$ cat config.mk
export PLATFORM = sky130hd
export DESIGN_NAME = hmb_mailbox
export DESIGN_NICKNAME = d
export VERILOG_FILES = /design/src/hdl/hmb_mailbox.v
export VERILOG_INCLUDE_DIRS = /design/src /design/src/hdl
export SDC_FILE = /design/constraint.sdc
export NUM_CORES = 2
export LEC_CHECK = 0
export ABC_AREA = 1
export BUFFER_PORTS_ARGS = -buffer_cell sky130_fd_sc_hd__buf_2
export CORE_MARGIN = 1
export CORE_UTILIZATION = 66
export CTS_CLUSTER_DIAMETER = 50
export CTS_CLUSTER_SIZE = 16
export DETAILED_ROUTE_END_ITERATION = 8
export GPL_ROUTABILITY_DRIVEN = 0
export PLACE_DENSITY_LB_ADDON = 0.15
export SLEW_MARGIN = 25
export SYNTH_ARGS = -nofsm -noshare
export SYNTH_HDL_FRONTEND = slang
export SYNTH_SLANG_ARGS = --single-unit
$ cat constraint.sdc
create_clock -name i_ref_clk -period 4.81 [get_ports i_ref_clk]
set_clock_uncertainty 0.15 [all_clocks]
set_input_delay 0.2405 -clock i_ref_clk [delete_from_list [all_inputs] [get_ports i_ref_clk]]
set_output_delay 0.2405 -clock i_ref_clk [all_outputs]
set_load 0.02 [all_outputs]
$ cat src/hdl/hmb_regs.vh
// constants for the host/target mailbox and fifo block
// assumes one 40 MHz clock; the host and target buses run on that clock
`ifndef HMB_REGS_VH
`define HMB_REGS_VH

// ----------------------------------------------------------------
// addresses
// ----------------------------------------------------------------
`define HMB_T_MBOX        16'h0010
`define HMB_T_FIFO        16'h0012
`define HMB_T_STAT        16'h0014
`define HMB_H_MBOX        12'h800
`define HMB_H_FIFO        12'h804
`define HMB_H_STAT        12'h808

// ----------------------------------------------------------------
// host status/control fields
// ----------------------------------------------------------------
`define HMB_H_TRESET      15
`define HMB_H_MODE        14
`define HMB_H_FIFO_IE     13
`define HMB_H_MBOX_IE     12
`define HMB_H_BIO_DRV     11
`define HMB_H_FIFO_TW     10
`define HMB_H_RXLVL       9:8
`define HMB_H_REV         7:6
`define HMB_H_XF          5
`define HMB_H_BIO         4
`define HMB_H_TXLVL       3:2
`define HMB_H_MRX         1
`define HMB_H_MTX         0
`define HMB_H_CTL_RST     5'h00

// ----------------------------------------------------------------
// target status/control fields
// ----------------------------------------------------------------
`define HMB_T_AIC         15
`define HMB_T_UOUT        14:12
`define HMB_T_UIN         7:6
`define HMB_T_RXLVL       5:4
`define HMB_T_TXLVL       3:2
`define HMB_T_MRX         1
`define HMB_T_MTX         0
`define HMB_T_CTL_RST     4'h0

// ----------------------------------------------------------------
// fifo geometry and level codes
// ----------------------------------------------------------------
`define HMB_FIFO_DEPTH    64
`define HMB_FIFO_AW       6
`define HMB_FIFO_HALF     7'h20
`define HMB_FIFO_FULL_CNT 7'h40
`define HMB_LVL_EMPTY     2'h0
`define HMB_LVL_LOW       2'h1
`define HMB_LVL_HIGH      2'h2
`define HMB_LVL_FULL      2'h3

`endif

$ cat src/hdl/hmb_mailbox.v
// host/target mailbox and two-way fifo with both status registers
// assumes host and target buses are strobes on i_ref_clk; pins are asynchronous
`timescale 1ns/1ps
`include "hmb_regs.vh"

// ----------------------------------------------------------------
// fifo with valid/ready on both sides
// ----------------------------------------------------------------
module hmb_fifo #(
   parameter WIDTH = 16,
   parameter DEPTH = 64,
   parameter AW    = 6
) (
   input  wire             i_clk,
   input  wire             i_reset,
   input  wire             i_clk_en,
   input  wire             i_in_valid,
   output wire             o_in_ready,
   input  wire [WIDTH-1:0] i_in_data,
   output wire             o_out_valid,
   input  wire             i_out_ready,
   output wire [WIDTH-1:0] o_out_data,
   output wire [AW:0]      o_count
);
   reg  [WIDTH-1:0] mem [0:DEPTH-1];
   reg  [AW-1:0]    wr_ptr_r;
   reg  [AW-1:0]    rd_ptr_r;
   reg  [AW:0]      count_r;
   wire             push;
   wire             pop;

   // full and empty come straight from the count; a write that meets a
   // full fifo is refused here, so the caller's word is simply lost
   assign o_in_ready  = (count_r != DEPTH[AW:0]);
   assign o_out_valid = (count_r != {(AW+1){1'b0}});
   assign o_out_data  = mem[rd_ptr_r];
   assign o_count     = count_r;
   assign push        = i_in_valid & o_in_ready;
   assign pop         = i_out_ready & o_out_valid;

   // storage has no reset; the count alone says which words are live,
   // so stale words are never handed out
   always @(posedge i_clk) begin
      if (i_clk_en && push) begin
         mem[wr_ptr_r] <= i_in_data;
      end
   end

   // pointers and occupancy; push and pop in one cycle leave the count as
   // it was, which keeps the level codes from flickering
   always @(posedge i_clk) begin
      if (i_reset) begin
         wr_ptr_r <= {AW{1'b0}};
         rd_ptr_r <= {AW{1'b0}};
         count_r  <= {(AW+1){1'b0}};
      end else if (i_clk_en) begin
         if (push) begin
            wr_ptr_r <= wr_ptr_r + 1'b1;
         end
         if (pop) begin
            rd_ptr_r <= rd_ptr_r + 1'b1;
         end
         if (push && !pop) begin
            count_r <= count_r + 1'b1;
         end else if (pop && !push) begin
            count_r <= count_r - 1'b1;
         end
      end
   end
endmodule

// ----------------------------------------------------------------
// top: mailbox, fifo pair, host and target status/control
// ----------------------------------------------------------------
module hmb_mailbox (
   input  wire        i_ref_clk,
   input  wire        i_reset,
   input  wire        i_clk_en,
   input  wire [11:0] i_host_addr,
   input  wire [15:0] i_host_wdata,
   input  wire        i_host_wr,
   input  wire        i_host_rd,
   output wire [15:0] o_host_rdata,
   output wire        o_host_irq,
   input  wire [15:0] i_tgt_addr,
   input  wire [15:0] i_tgt_wdata,
   input  wire        i_tgt_wr,
   input  wire        i_tgt_rd,
   output wire [15:0] o_tgt_rdata,
   output wire        o_target_interrupt_one,
   output wire        o_target_reset,
   output wire        o_processor_mode_select,
   output wire        o_host_branch_input_drive,
   output wire        o_analog_interface_reset_n,
   output wire [2:0]  o_user_output,
   input  wire        i_target_external_flag,
   input  wire [1:0]  i_user_input,
   input  wire        i_card_revision_hi,
   input  wire        i_card_revision_lo
);
   // ----------------------------------------------------------------
   // state and wiring
   // ----------------------------------------------------------------
   // register state
   reg  [15:0] mbox_r;
   reg         h2t_flag_r;       // host wrote, target has not read
   reg         t2h_flag_r;       // target wrote, host has not read
   reg         fifo_tw_flag_r;
   reg  [4:0]  hctl_r;           // host bits 15..11
   reg  [3:0]  tctl_r;           // target bits 15..12
   reg  [15:0] host_rdata_r;
   reg  [15:0] tgt_rdata_r;
   reg         host_irq_r;
   reg         target_interrupt_one_r;
   // pin synchronisers
   reg  [4:0]  pin_s1_r;
   reg  [4:0]  pin_s2_r;

   // decoded accesses
   wire        h_wr_mbox;
   wire        h_rd_mbox;
   wire        h_wr_fifo;
   wire        h_rd_fifo;
   wire        h_wr_stat;
   wire        t_wr_mbox;
   wire        t_rd_mbox;
   wire        t_wr_fifo;
   wire        t_rd_fifo;
   wire        t_wr_stat;
   // fifo wires
   wire        h2t_ready;
   wire        h2t_valid;
   wire [15:0] h2t_data;
   wire [6:0]  h2t_count;
   wire        t2h_ready;
   wire        t2h_valid;
   wire [15:0] t2h_data;
   wire [6:0]  t2h_count;
   wire [15:0] hstat;
   wire [15:0] tstat;

   // ----------------------------------------------------------------
   // level coding
   // ----------------------------------------------------------------
   // four-level occupancy code from a count; shared by both status words
   function [1:0] fifo_level;
      input [6:0] cnt;
      begin
         if (cnt == 7'h00) begin
            fifo_level = `HMB_LVL_EMPTY;
         end else if (cnt == `HMB_FIFO_FULL_CNT) begin
            fifo_level = `HMB_LVL_FULL;
         end else if (cnt >= `HMB_FIFO_HALF) begin
            fifo_level = `HMB_LVL_HIGH;
         end else begin
            fifo_level = `HMB_LVL_LOW;
         end
      end
   endfunction

   // ----------------------------------------------------------------
   // bus decode
   // ----------------------------------------------------------------
   // one strobe qualified by one host offset
   function host_hit;
      input        strobe;
      input [11:0] addr;
      input [11:0] place;
      begin
         host_hit = strobe & (addr == place);
      end
   endfunction

   // one strobe qualified by one target port
   function tgt_hit;
      input        strobe;
      input [15:0] addr;
      input [15:0] place;
      begin
         tgt_hit = strobe & (addr == place);
      end
   endfunction

   // address decode on both sides; strobes are one cycle wide, so a
   // decoded access acts once, and not at all while i_clk_en is low
   assign h_wr_mbox = host_hit(i_host_wr, i_host_addr, `HMB_H_MBOX);
   assign h_rd_mbox = host_hit(i_host_rd, i_host_addr, `HMB_H_MBOX);
   assign h_wr_fifo = host_hit(i_host_wr, i_host_addr, `HMB_H_FIFO);
   assign h_rd_fifo = host_hit(i_host_rd, i_host_addr, `HMB_H_FIFO);
   assign h_wr_stat = host_hit(i_host_wr, i_host_addr, `HMB_H_STAT);
   assign t_wr_mbox = tgt_hit(i_tgt_wr, i_tgt_addr, `HMB_T_MBOX);
   assign t_rd_mbox = tgt_hit(i_tgt_rd, i_tgt_addr, `HMB_T_MBOX);
   assign t_wr_fifo = tgt_hit(i_tgt_wr, i_tgt_addr, `HMB_T_FIFO);
   assign t_rd_fifo = tgt_hit(i_tgt_rd, i_tgt_addr, `HMB_T_FIFO);
   assign t_wr_stat = tgt_hit(i_tgt_wr, i_tgt_addr, `HMB_T_STAT);

   // ----------------------------------------------------------------
   // fifo pair
   // ----------------------------------------------------------------
   // host to target fifo; full drops the host word
   hmb_fifo #(
      .WIDTH (16),
      .DEPTH (`HMB_FIFO_DEPTH),
      .AW    (`HMB_FIFO_AW)
   ) u_h2t (
      .i_clk       (i_ref_clk),
      .i_reset     (i_reset),
      .i_clk_en    (i_clk_en),
      .i_in_valid  (h_wr_fifo),
      .o_in_ready  (h2t_ready),
      .i_in_data   (i_host_wdata),
      .o_out_valid (h2t_valid),
      .i_out_ready (t_rd_fifo),
      .o_out_data  (h2t_data),
      .o_count     (h2t_count)
   );

   // target to host fifo
   hmb_fifo #(
      .WIDTH (16),
      .DEPTH (`HMB_FIFO_DEPTH),
      .AW    (`HMB_FIFO_AW)
   ) u_t2h (
      .i_clk       (i_ref_clk),
      .i_reset     (i_reset),
      .i_clk_en    (i_clk_en),
      .i_in_valid  (t_wr_fifo),
      .o_in_ready  (t2h_ready),
      .i_in_data   (i_tgt_wdata),
      .o_out_valid (t2h_valid),
      .i_out_ready (h_rd_fifo),
      .o_out_data  (t2h_data),
      .o_count     (t2h_count)
   );

   // ----------------------------------------------------------------
   // status words
   // ----------------------------------------------------------------
   // host status word; bit 4 echoes the branch drive the host set
   assign hstat[15:11]        = hctl_r;
   assign hstat[`HMB_H_FIFO_TW] = fifo_tw_flag_r;
   assign hstat[`HMB_H_RXLVL] = fifo_level(t2h_count);
   assign hstat[`HMB_H_REV]   = pin_s2_r[4:3];
   assign hstat[`HMB_H_XF]    = pin_s2_r[2];
   assign hstat[`HMB_H_BIO]   = hctl_r[0];
   assign hstat[`HMB_H_TXLVL] = fifo_level(h2t_count);
   assign hstat[`HMB_H_MRX]   = t2h_flag_r;
   assign hstat[`HMB_H_MTX]   = h2t_flag_r;

   // target status word; reserved bits read zero
   assign tstat[15:12]        = tctl_r;
   assign tstat[11:8]         = 4'h0;
   assign tstat[`HMB_T_UIN]   = pin_s2_r[1:0];
   assign tstat[`HMB_T_RXLVL] = fifo_level(h2t_count);
   assign tstat[`HMB_T_TXLVL] = fifo_level(t2h_count);
   assign tstat[`HMB_T_MRX]   = h2t_flag_r;
   assign tstat[`HMB_T_MTX]   = t2h_flag_r;

   // ----------------------------------------------------------------
   // board pins
   // ----------------------------------------------------------------
   // two-flop synchronisers for board pins; only the second stage is
   // read, so a pin caught mid-change never reaches a status word
   always @(posedge i_ref_clk) begin
      if (i_reset) begin
         pin_s1_r <= 5'h00;
         pin_s2_r <= 5'h00;
      end else if (i_clk_en) begin
         pin_s1_r <= {i_card_revision_hi, i_card_revision_lo,
                      i_target_external_flag, i_user_input};
         pin_s2_r <= pin_s1_r;
      end
   end

   // ----------------------------------------------------------------
   // mailbox and event flags
   // ----------------------------------------------------------------
   // shared mailbox word, last writer wins; host wins a same-cycle tie
   always @(posedge i_ref_clk) begin
      if (i_reset) begin
         mbox_r <= 16'h0000;
      end else if (i_clk_en) begin
         if (h_wr_mbox) begin
            mbox_r <= i_host_wdata;
         end else if (t_wr_mbox) begin
            mbox_r <= i_tgt_wdata;
         end
      end
   end

   // mailbox and fifo event flags; a set beats a clear in the same cycle,
   // so a message that lands as the old one is read is never lost
   always @(posedge i_ref_clk) begin
      if (i_reset) begin
         h2t_flag_r     <= 1'b0;
         t2h_flag_r     <= 1'b0;
         fifo_tw_flag_r <= 1'b0;
      end else if (i_clk_en) begin
         if (h_wr_mbox) begin
            h2t_flag_r <= 1'b1;
         end else if (t_rd_mbox) begin
            h2t_flag_r <= 1'b0;
         end
         if (t_wr_mbox) begin
            t2h_flag_r <= 1'b1;
         end else if (h_rd_mbox) begin
            t2h_flag_r <= 1'b0;
         end
         if (t_wr_fifo) begin
            fifo_tw_flag_r <= 1'b1;
         end else if (h_rd_fifo) begin
            fifo_tw_flag_r <= 1'b0;
         end
      end
   end

   // ----------------------------------------------------------------
   // control registers
   // ----------------------------------------------------------------
   // control bits written by each side; reset bit never touches the flags,
   // so the target can be restarted with a message still waiting
   always @(posedge i_ref_clk) begin
      if (i_reset) begin
         hctl_r <= `HMB_H_CTL_RST;
         tctl_r <= `HMB_T_CTL_RST;
      end else if (i_clk_en) begin
         if (h_wr_stat) begin
            hctl_r <= i_host_wdata[15:11];
         end
         if (t_wr_stat) begin
            tctl_r <= i_tgt_wdata[15:12];
         end
      end
   end

   // ----------------------------------------------------------------
   // read data and interrupts
   // ----------------------------------------------------------------
   // read data, interrupt pulse and host interrupt line; status reads show
   // the state from before this edge's own update
   always @(posedge i_ref_clk) begin
      if (i_reset) begin
         host_rdata_r <= 16'h0000;
         tgt_rdata_r  <= 16'h0000;
         host_irq_r   <= 1'b0;
         target_interrupt_one_r       <= 1'b0;
      end else if (i_clk_en) begin
         target_interrupt_one_r <= h_wr_mbox;
         host_irq_r <= (hctl_r[1] & t2h_flag_r)
                     | (hctl_r[2] & fifo_tw_flag_r);
         if (i_host_rd) begin
            case (i_host_addr)
               `HMB_H_MBOX: host_rdata_r <= mbox_r;
               `HMB_H_FIFO: host_rdata_r <= t2h_valid ? t2h_data : 16'h0000;
               `HMB_H_STAT: host_rdata_r <= hstat;
               default:     host_rdata_r <= 16'h0000;
            endcase
         end
         if (i_tgt_rd) begin
            case (i_tgt_addr)
               `HMB_T_MBOX: tgt_rdata_r <= mbox_r;
               `HMB_T_FIFO: tgt_rdata_r <= h2t_valid ? h2t_data : 16'h0000;
               `HMB_T_STAT: tgt_rdata_r <= tstat;
               default:     tgt_rdata_r <= 16'h0000;
            endcase
         end
      end
   end

   // ----------------------------------------------------------------
   // outputs
   // ----------------------------------------------------------------
   // outputs, all from flops
   assign o_host_rdata               = host_rdata_r;
   assign o_tgt_rdata                = tgt_rdata_r;
   assign o_host_irq                 = host_irq_r;
   assign o_target_interrupt_one     = target_interrupt_one_r;
   assign o_target_reset             = hctl_r[4];
   assign o_processor_mode_select    = hctl_r[3];
   assign o_host_branch_input_drive  = hctl_r[0];
   assign o_analog_interface_reset_n = tctl_r[3];
   assign o_user_output              = tctl_r[2:0];
endmodule

==> summary.md <==
| Metric | Value |
|---|---|
| Status | complete, but fails checks |
| Failing checks | design-rule violations, negative hold slack |
| CTS buffer count | roughly 180 |
| Hold Crit Class | in2reg |
| Most common flop cell mapped by yosys | edfxtp_1 |
| Sequential share of the synthesized area | 0.719 |
| Post-synth cell types | 40 |
| Final Cycle Share | 0.923 |
| Pwr Total | 35.6 mW |
| Total Routing Usage GR | 0.356 |
| ANT nets after route | 0 |
| Max_slew headroom | 0.0868 |
| Most Frequent Cell on Critical Path | dlygate4sd3_1 |
| Post-synthesis async set-or-reset flop share | 0 |
| Setup Total Neg Slack | 0 ns |
| Fmax | between 200 and 250 MHz |
| Clk pin slew, worst setup/hold paths | 0.07 ns |
| Initial DRC Count | approximately 10000 |
| Mux contribution to synthesized area | 0 |
| Vias in the first global route | approximately 58000 |
| Sink Count | 2170 |
| Cell leakage power | approximately 35 nW |
| Setup repair bufs after CTS | 0 |
| Synth cell count leaders | nand2_1 (2713), edfxtp_1 (2048), nand3_1 (1806) |
| Final hold violations | 1 |
| Final Max Tran Viols | 0 |
| Family with the most delay on the worst path | buffers and inverters |
| Crit path max-delay cell type | dlygate4sd3_1 |
| Xor and xnor area share after synthesis | 0.000886 |
| CP cell instances | dlygate4sd3_1 -> buf_2 -> nor2_1 -> dlygate4sd3_1 -> nand2_1 -> dlygate4sd3_1 -> nor2_4 -> dlygate4sd3_1 -> buf_4 -> nand3_1 -> nor3_1 -> clkinv_1 -> nor2_1 -> a211oi_1 |
| YS warnings | 0 |
| Largest family of logic cells by synthesized area | simple AND/OR/NAND/NOR gates |
| Drt drc | 8 |
| DR pass1 iterations | 8 |
| Initial Util | 0.666 |
| First-pass GRT wire length | 360000 µm |
| Largest net degree at the start of global routing | 215 |
| Area Growth Syn to Fin | 9.78% |
| Post-Synth Adder-Cell Area | 0.00284 |
| DIE HEIGHT | 369 µm |
| PD cells | 364 nW/µm² |
| Deepest clock path buffer count | 3 |
| Slowest Stage Delay on Critical Path | roughly 0.60 ns |
| Wire per inst | 24.9 µm |
| DPL Wire Length | around 140000 µm |
| Die Width | 369 µm |
| Post-Synthesis Cells | 7806 |
| Crit path buf inv count | 7 |
| Die area | 136000 µm² |
| CP Class | in2reg |
| Port Buffers | 112 |
| Hold Slack | -0.0255 ns |
| Synth Area in Compound Gates | 0.0120 |
| Global route overflow | 0 |
| Root Driver | clkbuf_16 |
| Vias per cell | between 6 and 7 |
| Final wirelength | 244000 µm |
| Layout net count | 8015 |
| Post-synth EDFFs | 2048 |
| Final Setup Violations | 0 |
| Clk_lat worst skew | approximately 0.83 ns |
| Minimum clock period | 4.44 ns |
| Crit. End Element | register |
| Worst vdd ir | 0.430 mV |
| Synth Cell Area | 88900 µm² |
| Max FO, Critical Path | 21 |
| Arr. time, crit path | 4.94 ns |
| Area leader, netlist | edfxtp_1 |
| Vias | just over 60000 |
| Most common cell in the netlist | nand2_1 |
| Fillers | 8721 |
| Syn Nets | 7897 |
| Post-synth top area share | 0.692 |
| Crit start category | input port |
| Post-synthesis simple-gate area fraction | 0.231 |
| Core Rows | 134 |
| Final Util | 0.731 |
| Initial antenna violation count | 4 |
| RSZ-0062 raised after global routing | no |
| Core area | 134000 µm² |
| CTS tree | built |
| IO Count | 113 |
| Leading post-synthesis cells by cell area | edfxtp_1 (69%), nand2_1 (11%), nand3_1 (10%), dfxtp_1 (2.7%), buf_2 (1.2%) |
| Max-Cap Viols | 0 |
| Mean Syn Cell Area | 11.4 µm² |
| H-tree depth | 4 |
| Worst EP required | 5.31 ns |
| Layout cell share with drive strength beyond 1 | 0.0823 |
| Worst-Margin Slew | about 1.4 ns |
| Seq cells post-synth | around 2200 |
-- cells by family after synthesis --
kind of cell / after synthesis
AND/OR/NAND/NOR: 4796
flip-flops: 2170
buffers and inverters: 617
AO/OA/AOI/OAI: 195
adder cells (fa/ha/maj): 19
XOR/XNOR: 9
-- worst paths after layout --
path / start / to / slack (ns) / cells after the start
worst max register to register: register / o_host_rdata[3] / 1.23 / 13
worst max-delay path: i_host_addr[4] / hctl_r[4] / 0.37 / 14
worst min register to register: pin_s2_r[3] / pin_s2_r[3] / 0.32 / 2
worst min-delay path: i_host_addr[2] / u_h2t.wr_ptr_r[0] / -0.03 / 5
-- per-layer routing --
| metal | part of all wire | vias to the layer above | track usage |
|---|---|---|---|
| met1 | 0.38 | 30000 | 0.530 |
| met2 | 0.44 | 4322 | 0.512 |
| li1 | - | 27500 | - |
| met3 | 0.15 | 483 | 0.101 |
| met5 | 0.00036 | - | 0.00107 |
| met4 | 0.031 | 4 | 0.116 |
-- power breakdown --
part           total [mW]  switching (mW)  internal [mW]
Clock                14.4            6.70           7.73
Sequential           20.6         0.00277           20.6
Combinational       0.528           0.448         0.0798
Total                35.6            7.15           28.4
-- stage by stage --
stage	cells	setup WS [ns]	area (µm²)
global route	9800	0.305	97600
CTS	9801	0.218	97600
detailed placement	9444	1.34	91300
finish	9803	0.372	97600
floorplan	7806	1.60	88900
global placement	9444	1.35	91300
-- flip-flops by register name, summed over array words and instances, names as in the netlist, named ones only --
signal,count
fifo_tw_flag_r,1
h2t_flag_r,1
hctl_r,5
mbox_r,16
o_host_irq,1
o_host_rdata,16
o_target_interrupt_one,1
o_tgt_rdata,16
pin_s1_r,5
pin_s2_r,5
t2h_flag_r,1
tctl_r,4
u_h2t.mem,1024
u_h2t.o_count,7
u_h2t.rd_ptr_r,6
u_h2t.wr_ptr_r,6
u_t2h.mem,1024
u_t2h.o_count,7
u_t2h.rd_ptr_r,6
u_t2h.wr_ptr_r,6
-- worst reg2reg max path: stages (launching register included) --
cell and delay, ns:
dfxtp_4 0.71, buf_12 0.51, nand2_1 0.67, nand3_1 0.15
nand3_1 0.07, nand2_1 0.19, nand2_1 0.07, nand3_1 0.27
nand3_1 0.14, nand2_1 0.14, nand2_1 0.14, nand2_1 0.09
nand2_1 0.07, a21oi_1 0.15
-- final cells by class --
class                   count  area (µm²)  area share
clock inverters            86         928     0.00951
inverters                 139         567     0.00581
well taps                1768        2210      0.0227
repair buffers            415        3280      0.0336
clock buffers             203        4690      0.0480
multi-input cells        5019       22000       0.225
diodes                      3        7.51   0.0000769
flip-flops and latches   2170       64000       0.655
-- placed cells by master (no fill, tap or decap), types with 18 or more instances in the layout --
master,netlist,routed
inv_1,131,126
edfxtp_1,2048,2048
buf_2,216,112
dfxtp_1,122,114
buf_12,0,22
o21ai_0,62,62
a21oi_1,81,81
nand4_1,25,25
nor2_1,205,205
clkbuf_16,0,184
dlygate4sd3_1,0,67
nand2_1,2713,2712
buf_4,37,214
nand3_1,1806,1806
clkbuf_1,138,18
-- timing repair --
item / in CTS / in global routing
hold buffers: 68 / 0
endpoints found under the setup margin: 0 / 11
gates resized for setup: 0 / 1
hold endpoints to repair: 665 / 0
No activity file was read; power rests on OpenSTA's default activity.
